`src/sct_pkg.sv`:
```
// package: offsets, fields and timing counts
package sct_pkg;
    localparam int unsigned CLK_MHZ = 50;
    localparam int unsigned CLK_NS = 1000 / CLK_MHZ;
    // widths: shortest legal, rounded up
    localparam int unsigned MON_PULSE_NS = 50;
    localparam int unsigned MON_PULSE_CYC = (MON_PULSE_NS + CLK_NS - 1) / CLK_NS;
    localparam int unsigned UPD_PULSE_NS = 300;
    localparam int unsigned UPD_PULSE_CYC = (UPD_PULSE_NS + CLK_NS - 1) / CLK_NS;
    // hold deadline, rounded down
    localparam int unsigned HOLD_NS = 60;
    localparam int unsigned HOLD_CYC = HOLD_NS / CLK_NS;
    // hold-option tail
    localparam int unsigned SCAN_OFF_NS = 40;
    localparam int unsigned SCAN_OFF_CYC = SCAN_OFF_NS / CLK_NS;
    localparam int unsigned PULSE_W = 5;

    localparam int unsigned NUM_PINS = 10;
    localparam int unsigned NUM_FN = 7;
    localparam int unsigned FN_ACQ = 0;
    localparam int unsigned FN_SCAN = 1;
    localparam int unsigned FN_CONV = 2;
    localparam int unsigned FN_MASK = 3;
    localparam int unsigned FN_SICLK = 4;
    localparam int unsigned FN_WFT = 5;
    localparam int unsigned FN_UPD = 6;

    localparam logic [7:0] OFF_CTRL = 8'h00;
    localparam logic [7:0] OFF_ROUTE = 8'h04;
    localparam logic [7:0] OFF_POL = 8'h08;
    localparam logic [7:0] OFF_MON_EN = 8'h0c;
    localparam logic [7:0] OFF_SI_LOAD = 8'h10;
    localparam logic [7:0] OFF_SMP_LOAD = 8'h14;
    localparam logic [7:0] OFF_UP_LOAD = 8'h18;
    localparam logic [7:0] OFF_CONV_N = 8'h1c;
    localparam logic [7:0] OFF_SCAN_N = 8'h20;
    localparam logic [7:0] OFF_POINT_N = 8'h24;
    localparam logic [7:0] OFF_STATUS = 8'h28;
    localparam logic [7:0] OFF_CMD = 8'h2c;

    localparam int unsigned CTRL_SCAN_EXT = 0;
    localparam int unsigned CTRL_CONV_EXT = 1;
    localparam int unsigned CTRL_UPD_EXT = 2;
    localparam int unsigned CTRL_SI_EXT = 3;
    localparam int unsigned CTRL_TB_SLOW = 4;
    localparam int unsigned CTRL_SCAN_MON_HOLD = 5;
    localparam int unsigned CTRL_AI_GATE = 6;
    localparam int unsigned CTRL_AO_GATE = 7;
    localparam int unsigned CTRL_DAC_POSTED = 8;
    localparam int unsigned CTRL_MASK_EDGE = 9;
    localparam int unsigned CTRL_ACQ_EXT = 10;
    localparam int unsigned CTRL_WFT_EXT = 11;
    // command fields, write-one pulses
    localparam int unsigned CMD_ACQ_TRIG = 0;
    localparam int unsigned CMD_ACQ_STOP = 1;
    localparam int unsigned CMD_WF_TRIG = 2;
    localparam int unsigned CMD_WF_STOP = 3;
    localparam int unsigned MON_SCAN = 0;
    localparam int unsigned MON_CONV = 1;
    localparam int unsigned MON_WFT = 2;
    localparam int unsigned MON_UPD = 3;
    localparam int unsigned ST_ACQ = 0;
    localparam int unsigned ST_SCAN = 1;
    localparam int unsigned ST_MASKED = 2;
    localparam int unsigned ST_WF = 3;
    localparam int unsigned ST_WF_DONE = 4;
    localparam int unsigned ROUTE_W = 4;

    localparam logic [31:0] RST_ZERO = 32'h0000_0000;

    typedef struct packed {
        logic cyc;
        logic stb;
        logic we;
        logic [7:0] adr;
        logic [3:0] sel;
        logic [31:0] dat;
    } sct_wb_req_t;

    typedef struct packed {
        logic scan;
        logic conv_n;
        logic wft;
        logic upd_n;
    } sct_mon_t;
endpackage : sct_pkg

```
`src/sct_timing.sv`:
```
// scan, conversion and update timing engine
`timescale 1ns/10ps
`default_nettype none
// Behaviour
// pin edge of chosen polarity starts one scan
// internal conversions: scan start starts sample counter
// scan monitor shows real start; option one 50-100 ns high
// option two high during scan, drops delay after last conversion
// monitors tri-stated from reset until enabled
// conversions blocked until scan start
// external scan starts spaced a scan period apart
// scan counter makes starts; trigger starts, software or count stops
// scans and conversions only inside acquisition, gateable
// pin edge of chosen polarity starts one conversion
// conversion monitor: real strobe, 50-100 ns low
// converter holds within 60 ns of strobe edge
// sample counter reloads until scan ends, then waits
// mask level blocks; in edge mode edges toggle blocking
// mask acts only at scan boundaries
// scan counter clock: external level pin or timebase; code counts edges of chosen polarity on the routed pin
// waveform trigger edge starts generation and update counter
// trigger monitor: real trigger, 50-100 ns high
// update edge loads dacs only in posted mode
// update monitor: real update, 300-350 ns low
// external updates: one more pulse than points
// update counter: trigger starts, software or count stops, gate suppresses
// acquisition trigger edge begins acquisition
// pins synchronised, then polarity, then detection
module sct_timing #(
    parameter int unsigned CW = 16
) (
    input wire logic clk_i,
    input wire logic rst_i,
    input wire sct_pkg::sct_wb_req_t wb_req_i,
    output logic [31:0] wb_dat_o,
    output logic wb_ack_o,
    input wire logic [sct_pkg::NUM_PINS-1:0] pin_i,
    input wire logic tb_fast_tick_i,
    input wire logic tb_slow_tick_i,
    output logic adc_convert_o,
    output logic dac_update_o,
    output sct_pkg::sct_mon_t mon_o,
    output logic [3:0] mon_oe_n_o,
    output logic wf_done_o
);

    ////////////////////////////////////////////////////////////////////////////////
    // registers
    logic [31:0] ctrl_q, route_q, pol_q;
    logic [3:0] mon_en_q;
    logic [CW-1:0] si_load_q, smp_load_q, up_load_q, conv_n_q, scan_n_q, point_n_q;
    logic [31:0] wmask;
    logic wr_en, rd_en;
    logic [3:0] cmd;
    logic [31:0] status;
    logic [31:0] rdata;

    assign wmask = {{8{wb_req_i.sel[3]}}, {8{wb_req_i.sel[2]}}, {8{wb_req_i.sel[1]}}, {8{wb_req_i.sel[0]}}};
    assign wr_en = wb_req_i.cyc && wb_req_i.stb && wb_req_i.we && !wb_ack_o;
    assign rd_en = wb_req_i.cyc && wb_req_i.stb && !wb_req_i.we && !wb_ack_o;
    assign cmd = (wr_en && wb_req_i.adr == sct_pkg::OFF_CMD && wb_req_i.sel[0]) ? wb_req_i.dat[3:0] : 4'h0;

    function automatic logic [31:0] merge(input logic [31:0] old, input logic [31:0] m, input logic [31:0] d);
        merge = (old & ~m) | (d & m);
    endfunction

    always_ff @(posedge clk_i) begin
        if (rst_i) begin
            ctrl_q <= sct_pkg::RST_ZERO;
            route_q <= sct_pkg::RST_ZERO;
            pol_q <= sct_pkg::RST_ZERO;
            mon_en_q <= 4'h0;
            si_load_q <= '0;
            smp_load_q <= '0;
            up_load_q <= '0;
            conv_n_q <= '0;
            scan_n_q <= '0;
            point_n_q <= '0;
        end else if (wr_en) begin
            if (wb_req_i.adr == sct_pkg::OFF_CTRL) begin
                ctrl_q <= merge(ctrl_q, wmask, wb_req_i.dat);
            end else if (wb_req_i.adr == sct_pkg::OFF_ROUTE) begin
                route_q <= merge(route_q, wmask, wb_req_i.dat);
            end else if (wb_req_i.adr == sct_pkg::OFF_POL) begin
                pol_q <= merge(pol_q, wmask, wb_req_i.dat);
            end else if (wb_req_i.adr == sct_pkg::OFF_MON_EN && wb_req_i.sel[0]) begin
                mon_en_q <= wb_req_i.dat[3:0];
            end else if (wb_req_i.adr == sct_pkg::OFF_SI_LOAD) begin
                si_load_q <= CW'(merge(32'(si_load_q), wmask, wb_req_i.dat));
            end else if (wb_req_i.adr == sct_pkg::OFF_SMP_LOAD) begin
                smp_load_q <= CW'(merge(32'(smp_load_q), wmask, wb_req_i.dat));
            end else if (wb_req_i.adr == sct_pkg::OFF_UP_LOAD) begin
                up_load_q <= CW'(merge(32'(up_load_q), wmask, wb_req_i.dat));
            end else if (wb_req_i.adr == sct_pkg::OFF_CONV_N) begin
                conv_n_q <= CW'(merge(32'(conv_n_q), wmask, wb_req_i.dat));
            end else if (wb_req_i.adr == sct_pkg::OFF_SCAN_N) begin
                scan_n_q <= CW'(merge(32'(scan_n_q), wmask, wb_req_i.dat));
            end else if (wb_req_i.adr == sct_pkg::OFF_POINT_N) begin
                point_n_q <= CW'(merge(32'(point_n_q), wmask, wb_req_i.dat));
            end
        end
    end

    always_comb begin
        rdata = 32'h0000_0000;
        if (wb_req_i.adr == sct_pkg::OFF_CTRL) begin
            rdata = ctrl_q;
        end else if (wb_req_i.adr == sct_pkg::OFF_ROUTE) begin
            rdata = route_q;
        end else if (wb_req_i.adr == sct_pkg::OFF_POL) begin
            rdata = pol_q;
        end else if (wb_req_i.adr == sct_pkg::OFF_MON_EN) begin
            rdata = {28'h0000000, mon_en_q};
        end else if (wb_req_i.adr == sct_pkg::OFF_SI_LOAD) begin
            rdata = 32'(si_load_q);
        end else if (wb_req_i.adr == sct_pkg::OFF_SMP_LOAD) begin
            rdata = 32'(smp_load_q);
        end else if (wb_req_i.adr == sct_pkg::OFF_UP_LOAD) begin
            rdata = 32'(up_load_q);
        end else if (wb_req_i.adr == sct_pkg::OFF_CONV_N) begin
            rdata = 32'(conv_n_q);
        end else if (wb_req_i.adr == sct_pkg::OFF_SCAN_N) begin
            rdata = 32'(scan_n_q);
        end else if (wb_req_i.adr == sct_pkg::OFF_POINT_N) begin
            rdata = 32'(point_n_q);
        end else if (wb_req_i.adr == sct_pkg::OFF_STATUS) begin
            rdata = status;
        end
    end

    // unmapped addresses still ack, reading zero
    always_ff @(posedge clk_i) begin
        if (rst_i) begin
            wb_ack_o <= 1'b0;
            wb_dat_o <= 32'h0000_0000;
        end else begin
            wb_ack_o <= wb_req_i.cyc && wb_req_i.stb && !wb_ack_o;
            wb_dat_o <= rd_en ? rdata : 32'h0000_0000;
        end
    end

    ////////////////////////////////////////////////////////////////////////////////
    // pin routing: sync, polarity, then edge/level per function
    logic [sct_pkg::NUM_PINS-1:0] pin_s1_q, pin_s2_q;
    logic [sct_pkg::NUM_FN-1:0] lvl_q, lvl_prev_q, edge_hit;

    always_ff @(posedge clk_i) begin
        if (rst_i) begin
            pin_s1_q <= '0;
            pin_s2_q <= '0;
        end else begin
            pin_s1_q <= pin_i;
            pin_s2_q <= pin_s1_q;
        end
    end

    for (genvar f = 0; f < sct_pkg::NUM_FN; f++) begin : g_fn
        logic [sct_pkg::ROUTE_W-1:0] sel;
        logic raw;
        assign sel = route_q[f*sct_pkg::ROUTE_W +: sct_pkg::ROUTE_W];
        assign raw = (32'(sel) < sct_pkg::NUM_PINS) ? pin_s2_q[sel] : 1'b0;
        always_ff @(posedge clk_i) begin
            if (rst_i) begin
                lvl_q[f] <= 1'b0;
                lvl_prev_q[f] <= 1'b0;
            end else begin
                lvl_q[f] <= raw ^ pol_q[f];
                lvl_prev_q[f] <= lvl_q[f];
            end
        end
        assign edge_hit[f] = lvl_q[f] && !lvl_prev_q[f];
    end

    ////////////////////////////////////////////////////////////////////////////////
    // acquisition sequence and scan interval counter
    logic acq_q, scan_q, mask_tog_q, masked;
    logic [CW-1:0] si_cnt_q, smp_cnt_q, conv_left_q, scan_left_q;
    logic si_tick, si_fire, scan_req, scan_start, conv_req, conv_go, last_conv, acq_start;

    assign acq_start = ctrl_q[sct_pkg::CTRL_ACQ_EXT] ? edge_hit[sct_pkg::FN_ACQ] : cmd[sct_pkg::CMD_ACQ_TRIG];
    assign si_tick = ctrl_q[sct_pkg::CTRL_SI_EXT] ? edge_hit[sct_pkg::FN_SICLK] :
        (ctrl_q[sct_pkg::CTRL_TB_SLOW] ? tb_slow_tick_i : tb_fast_tick_i);
    assign si_fire = acq_q && si_tick && si_cnt_q == '0;
    assign scan_req = ctrl_q[sct_pkg::CTRL_SCAN_EXT] ? edge_hit[sct_pkg::FN_SCAN] : si_fire;
    // mask sampled only at a scan start
    assign masked = (ctrl_q[sct_pkg::CTRL_MASK_EDGE] ? mask_tog_q : lvl_q[sct_pkg::FN_MASK])
        || ctrl_q[sct_pkg::CTRL_AI_GATE];
    assign scan_start = scan_req && acq_q && !scan_q && !masked;
    assign conv_req = ctrl_q[sct_pkg::CTRL_CONV_EXT] ? edge_hit[sct_pkg::FN_CONV] : smp_cnt_q == '0;
    assign conv_go = scan_q && conv_req;
    assign last_conv = conv_go && conv_left_q <= CW'(1);

    always_ff @(posedge clk_i) begin
        if (rst_i) begin
            mask_tog_q <= 1'b0;
        end else if (!ctrl_q[sct_pkg::CTRL_MASK_EDGE]) begin
            mask_tog_q <= 1'b0;
        end else if (edge_hit[sct_pkg::FN_MASK]) begin
            mask_tog_q <= !mask_tog_q;
        end
    end

    always_ff @(posedge clk_i) begin
        if (rst_i) begin
            acq_q <= 1'b0;
            si_cnt_q <= '0;
            scan_left_q <= '0;
        end else if (cmd[sct_pkg::CMD_ACQ_STOP]) begin
            acq_q <= 1'b0;
        end else if (acq_start && !acq_q) begin
            acq_q <= 1'b1;
            si_cnt_q <= si_load_q;
            scan_left_q <= scan_n_q;
        end else if (acq_q) begin
            if (si_tick) begin
                si_cnt_q <= (si_cnt_q == '0) ? si_load_q : si_cnt_q - CW'(1);
            end
            if (last_conv) begin
                scan_left_q <= scan_left_q - CW'(1);
                if (scan_left_q <= CW'(1)) begin
                    acq_q <= 1'b0;
                end
            end
        end
    end

    // scan in progress and sample interval counter
    always_ff @(posedge clk_i) begin
        if (rst_i) begin
            scan_q <= 1'b0;
            conv_left_q <= '0;
            smp_cnt_q <= '0;
        end else if (scan_start) begin
            scan_q <= 1'b1;
            conv_left_q <= conv_n_q;
            smp_cnt_q <= smp_load_q;
        end else if (scan_q) begin
            if (last_conv || !acq_q) begin
                scan_q <= 1'b0;
                smp_cnt_q <= smp_load_q;
            end else if (!ctrl_q[sct_pkg::CTRL_CONV_EXT]) begin
                smp_cnt_q <= (smp_cnt_q == '0) ? smp_load_q : smp_cnt_q - CW'(1);
            end
            if (conv_go) begin
                conv_left_q <= conv_left_q - CW'(1);
            end
        end else begin
            smp_cnt_q <= smp_load_q;
        end
    end

    ////////////////////////////////////////////////////////////////////////////////
    // waveform generation and update interval counter
    logic wf_q;
    logic [CW-1:0] up_cnt_q, pt_left_q;
    logic wf_start, up_tick, upd_req, upd_go;

    assign wf_start = !wf_q && (ctrl_q[sct_pkg::CTRL_WFT_EXT] ? edge_hit[sct_pkg::FN_WFT] : cmd[sct_pkg::CMD_WF_TRIG]);
    assign up_tick = ctrl_q[sct_pkg::CTRL_TB_SLOW] ? tb_slow_tick_i : tb_fast_tick_i;
    assign upd_req = ctrl_q[sct_pkg::CTRL_UPD_EXT] ? edge_hit[sct_pkg::FN_UPD] : (up_tick && up_cnt_q == '0);
    // sw gate or non-posted mode swallows it
    assign upd_go = wf_q && upd_req && !ctrl_q[sct_pkg::CTRL_AO_GATE] && ctrl_q[sct_pkg::CTRL_DAC_POSTED];

    always_ff @(posedge clk_i) begin
        if (rst_i) begin
            wf_q <= 1'b0;
            up_cnt_q <= '0;
            pt_left_q <= '0;
            wf_done_o <= 1'b0;
        end else if (cmd[sct_pkg::CMD_WF_STOP]) begin
            wf_q <= 1'b0;
        end else if (wf_start) begin
            wf_q <= 1'b1;
            wf_done_o <= 1'b0;
            up_cnt_q <= up_load_q;
            pt_left_q <= point_n_q;
        end else if (wf_q) begin
            if (up_tick) begin
                up_cnt_q <= (up_cnt_q == '0) ? up_load_q : up_cnt_q - CW'(1);
            end
            if (upd_go) begin
                // update after the last point closes it
                if (pt_left_q == '0) begin
                    wf_q <= 1'b0;
                    wf_done_o <= 1'b1;
                end else begin
                    pt_left_q <= pt_left_q - CW'(1);
                end
            end
        end
    end

    assign status = {27'h0000000, wf_done_o, wf_q, masked, scan_q, acq_q};

    ////////////////////////////////////////////////////////////////////////////////
    // strobes and monitor pins
    logic [sct_pkg::PULSE_W-1:0] scan_pw_q, conv_pw_q, wft_pw_q, upd_pw_q, off_q;
    logic scan_hold_q;

    always_ff @(posedge clk_i) begin
        if (rst_i) begin
            adc_convert_o <= 1'b0;
            dac_update_o <= 1'b0;
        end else begin
            adc_convert_o <= conv_go;
            dac_update_o <= upd_go;
        end
    end

    always_ff @(posedge clk_i) begin
        if (rst_i) begin
            scan_pw_q <= '0;
            conv_pw_q <= '0;
            wft_pw_q <= '0;
            upd_pw_q <= '0;
        end else begin
            scan_pw_q <= scan_start ? sct_pkg::PULSE_W'(sct_pkg::MON_PULSE_CYC) :
                (scan_pw_q != '0 ? scan_pw_q - 1'b1 : scan_pw_q);
            conv_pw_q <= conv_go ? sct_pkg::PULSE_W'(sct_pkg::MON_PULSE_CYC) :
                (conv_pw_q != '0 ? conv_pw_q - 1'b1 : conv_pw_q);
            wft_pw_q <= wf_start ? sct_pkg::PULSE_W'(sct_pkg::MON_PULSE_CYC) :
                (wft_pw_q != '0 ? wft_pw_q - 1'b1 : wft_pw_q);
            upd_pw_q <= upd_go ? sct_pkg::PULSE_W'(sct_pkg::UPD_PULSE_CYC) :
                (upd_pw_q != '0 ? upd_pw_q - 1'b1 : upd_pw_q);
        end
    end

    // hold option: tail after last conversion
    always_ff @(posedge clk_i) begin
        if (rst_i) begin
            scan_hold_q <= 1'b0;
            off_q <= '0;
        end else if (scan_start) begin
            scan_hold_q <= 1'b1;
            off_q <= '0;
        end else if (last_conv || (scan_q && !acq_q)) begin
            off_q <= sct_pkg::PULSE_W'(sct_pkg::SCAN_OFF_CYC);
        end else if (off_q > sct_pkg::PULSE_W'(1)) begin
            off_q <= off_q - 1'b1;
        end else if (off_q == sct_pkg::PULSE_W'(1)) begin
            off_q <= '0;
            scan_hold_q <= 1'b0;
        end
    end

    always_ff @(posedge clk_i) begin
        if (rst_i) begin
            mon_o <= '{scan: 1'b0, conv_n: 1'b1, wft: 1'b0, upd_n: 1'b1};
            mon_oe_n_o <= 4'hf;
        end else begin
            mon_o.scan <= ctrl_q[sct_pkg::CTRL_SCAN_MON_HOLD] ? (scan_hold_q || scan_start) :
                (scan_start || scan_pw_q > sct_pkg::PULSE_W'(1));
            mon_o.conv_n <= !(conv_go || conv_pw_q > sct_pkg::PULSE_W'(1));
            mon_o.wft <= wf_start || wft_pw_q > sct_pkg::PULSE_W'(1);
            mon_o.upd_n <= !(upd_go || upd_pw_q > sct_pkg::PULSE_W'(1));
            mon_oe_n_o <= ~mon_en_q;
        end
    end

endmodule // sct_timing
`default_nettype wire

```
`config.mk`:
```
export PLATFORM = sky130hd
export DESIGN_NAME = sct_timing
export DESIGN_NICKNAME = d
export VERILOG_FILES = /design/src/sct_pkg.sv /design/src/sct_timing.sv
export SDC_FILE = /design/constraint.sdc
export NUM_CORES = 1
export LEC_CHECK = 0
export BUFFER_PORTS_ARGS = -buffer_cell sky130_fd_sc_hd__buf_2
export CAP_MARGIN = 20
export CORE_UTILIZATION = 66
export DETAILED_ROUTE_END_ITERATION = 7
export PLACE_DENSITY_LB_ADDON = 0.05
export SLEW_MARGIN = 10
export SYNTH_ARGS = -nofsm -noshare
export SYNTH_HDL_FRONTEND = slang
export SYNTH_SLANG_ARGS = --single-unit
export TNS_END_PERCENT = 50
```
`constraint.sdc`:
```
create_clock -name clk_i -period 6.2 [get_ports clk_i]
set_input_delay 1.24 -clock clk_i [delete_from_list [all_inputs] [get_ports clk_i]]
set_output_delay 1.24 -clock clk_i [all_outputs]
set_load 0.01 [all_outputs]
```
==> impl_metrics.env <==
export IMPL_die_height_um=172.0
export IMPL_min_path_type="flop to flop"
export IMPL_drv_cap=0
export IMPL_h_tree_depth=2
export IMPL_slew_violations=0
export IMPL_layout_commonest_cell="dfxtp_1"
export IMPL_final_nets=2408
export IMPL_status="complete, no violations"
export IMPL_finalSetupViolCount=0
export IMPL_endpoint_kind="flop"
export IMPL_first_global_vias=16904
export IMPL_synth_sequential_area_ratio_pct=41.98
export IMPL_cts_tree="built"
export IMPL_fill_cells=2149
export IMPL_clkLatencyLatePin_ps=560
export IMPL_worst_pin_slew_ps=1060
export IMPL_period_needed_ps=4237
export IMPL_io_pins=105
export IMPL_syn_inst=2320
export IMPL_die_x_um=172.0
export IMPL_numCtsBuffers=41
export IMPL_yosys_cell_types_count=81
export IMPL_dr_pass1_iters=7
export IMPL_syn_to_final_growth_pct=11.07
export IMPL_drc=0
export IMPL_multi_input_area_mm2=0.01016
export IMPL_p_leak_nw=7.656
export IMPL_cts_clk_slew_worst_paths_ps=60
export IMPL_start_util_pct=67.92
export IMPL_synthFlopType="dfxtp_1"
export IMPL_avgSynthCellArea_um2=8.223
export IMPL_wl_per_cell_um=22.32
export IMPL_cts_root_buf="clkbuf_16"
export IMPL_regArea_mm2=0.008008
export IMPL_clockBufferDepth=3
export IMPL_skew_ps=33.67
export IMPL_fmax_ghz=0.2360
export IMPL_startpoint_type="primary input"
export IMPL_num_vias=18522
export IMPL_period_share_pct=68.33
export IMPL_wl_mm=61.12
export IMPL_core_area_mm2=0.02809
export IMPL_place_gp_congestion=0.9933
export IMPL_num_rows=61
export IMPL_grt_overflow_total=0
export IMPL_synth_cell_area_mm2=0.01908
export IMPL_ant_nets=0
export IMPL_cts_resized=0
export IMPL_ys_warn_count=0
export IMPL_grt_usage_pct=41.18
export IMPL_final_hold_violation_count=0
export IMPL_rsz0062_at_grt="no"
export IMPL_post_cts_buffers=0
export IMPL_cts_hold_buffers_added=0
export IMPL_slew_headroom_pct=29.27
export IMPL_place_hpwl_mm=41.22
export IMPL_die_area_mm2=0.02959
export IMPL_portBuffers=104
export IMPL_async_flop_share_pct=0
export IMPL_initialDrtViolationCount=2742
export IMPL_antenna_found_initial=1
export IMPL_worstSetupPathType="primary input to flop"
export IMPL_syn_nets=2403
export IMPL_layout_common_cells="dfxtp_1, nand2_1, a21oi_1"
export IMPL_power_density_mw_per_mm2=286.6
export IMPL_max_vdd_ir_drop_uv=256.4
export IMPL_crit_arrival_ps=4690
export IMPL_ys_ff_latch=400
export IMPL_drive_gt1_share_pct=10.73
export IMPL_path_max_fanout=38
export IMPL_fin_util_pct=75.44
export IMPL_grt_start_max_net_pins=192
export IMPL_synth_edf_count=0
export IMPL_required_ps=6650
export IMPL_grt_pass1_wl_mm=94.35
export IMPL_vias_per_cell=6.765
export IMPL_tns_ps=0
export IMPL_cts_sinks=400
per-layer routing:
metal  GRT usage (%)  share of wire (%)  vias to the layer above
met1           55.68                 40                     8700
met3           6.935                 11                      241
met2           63.01                 44                     1187
met4           21.78                5.7                        2
met5               0              0.018                        -
li1                -                  -                     8392
synthesized netlist by cell type, types with 8 or more instances:
| cell | count | area [um^2] |
|---|---|---|
| nor2_1 | 197 | 739.5 |
| mux2_2 | 10 | 112.6 |
| and3_1 | 17 | 106.4 |
| a211oi_1 | 21 | 157.7 |
| nand3b_1 | 16 | 120.1 |
| xnor2_1 | 16 | 140.1 |
| buf_2 | 15 | 75.07 |
| a222oi_1 | 17 | 170.2 |
| ha_1 | 22 | 275.3 |
| nand4_1 | 18 | 112.6 |
| a31oi_1 | 23 | 143.9 |
| a21oi_1 | 280 | 1401 |
| mux2i_1 | 108 | 1081 |
| dfxtp_1 | 400 | 8008 |
| or3_1 | 15 | 93.84 |
| o32ai_1 | 38 | 332.8 |
| a221oi_1 | 14 | 122.6 |
| nand3_1 | 126 | 630.6 |
| buf_1 | 8 | 30.03 |
| mux4_2 | 14 | 315.3 |
| nor4_1 | 30 | 187.7 |
| nor2b_1 | 33 | 206.5 |
| o22ai_1 | 14 | 87.58 |
| nor3_1 | 56 | 280.3 |
| nand2_1 | 311 | 1167 |
| inv_1 | 76 | 285.3 |
| and2_1 | 16 | 100.1 |
| a21o_1 | 20 | 150.1 |
| o221ai_1 | 15 | 131.4 |
| o211ai_1 | 12 | 90.09 |
| nand2b_1 | 14 | 87.58 |
| clkbuf_1 | 136 | 510.5 |
| o21ai_0 | 82 | 410.4 |
logic make-up after synthesis:
logic type                 Yosys count  share of synthesized area (%)
and+or+nand+nor                    901                          22.72
AOI/OAI and AO/OA                  608                          20.24
DFF                                400                          41.98
buffers and inverters              238                          4.840
muxes                              132                          7.910
adders and majority gates           22                          1.443
xor gates and xnor gates            19                         0.8723
final cells by class:
| cell class | instances | area share (%) |
|---|---|---|
| diodes | 2 | 0.02362 |
| well taps | 378 | 2.232 |
| clock buffers | 51 | 5.114 |
| flip-flops and latches | 400 | 37.79 |
| inverters | 76 | 1.346 |
| clock inverters | 25 | 2.179 |
| multi-input cells | 1682 | 47.97 |
| repair buffers | 124 | 3.342 |
through the flow:
step,instance area (um^2),setup WS [ps],power [mW],std cells,hold slack [ps]
after floorplan,19080,2853,3.132,2320,365.7
after global placement,19600,1690,3.258,2657,398.9
after detailed placement,19620,1544,3.287,2659,395.9
after CTS,21170,2083,6.065,2735,408.2
after global routing,21180,1767,6.238,2736,433.7
final,21190,1963,6.073,2738,405.1
final timing paths:
path                      to         start  slack, ps  depth (start not counted)
max          scan_left_q[13]  wb_req_i[38]       1960                          7
min            mon_oe_n_o[2]   mon_en_q[2]        410                          1
max reg2reg  scan_left_q[13]  smp_cnt_q[0]       2780                          8
min reg2reg    mon_oe_n_o[2]   mon_en_q[2]        410                          1
where the power goes:
group / total, mW / internal [mW] / switching (mW)
clock network: 2.82 / 1.76 / 1.07
logic: 0.548 / 0.216 / 0.332
registers: 2.70 / 2.64 / 0.0609
total: 6.07 / 4.61 / 1.46
worst max-delay path, cell delays in order:
cell and delay [ps]:
buf_2 600, nand4_1 380, nor4_4 440, o21a_1 740, o21ai_2 480, or4_1 630, a31oi_1 170
(Power assumes the default switching activity.)
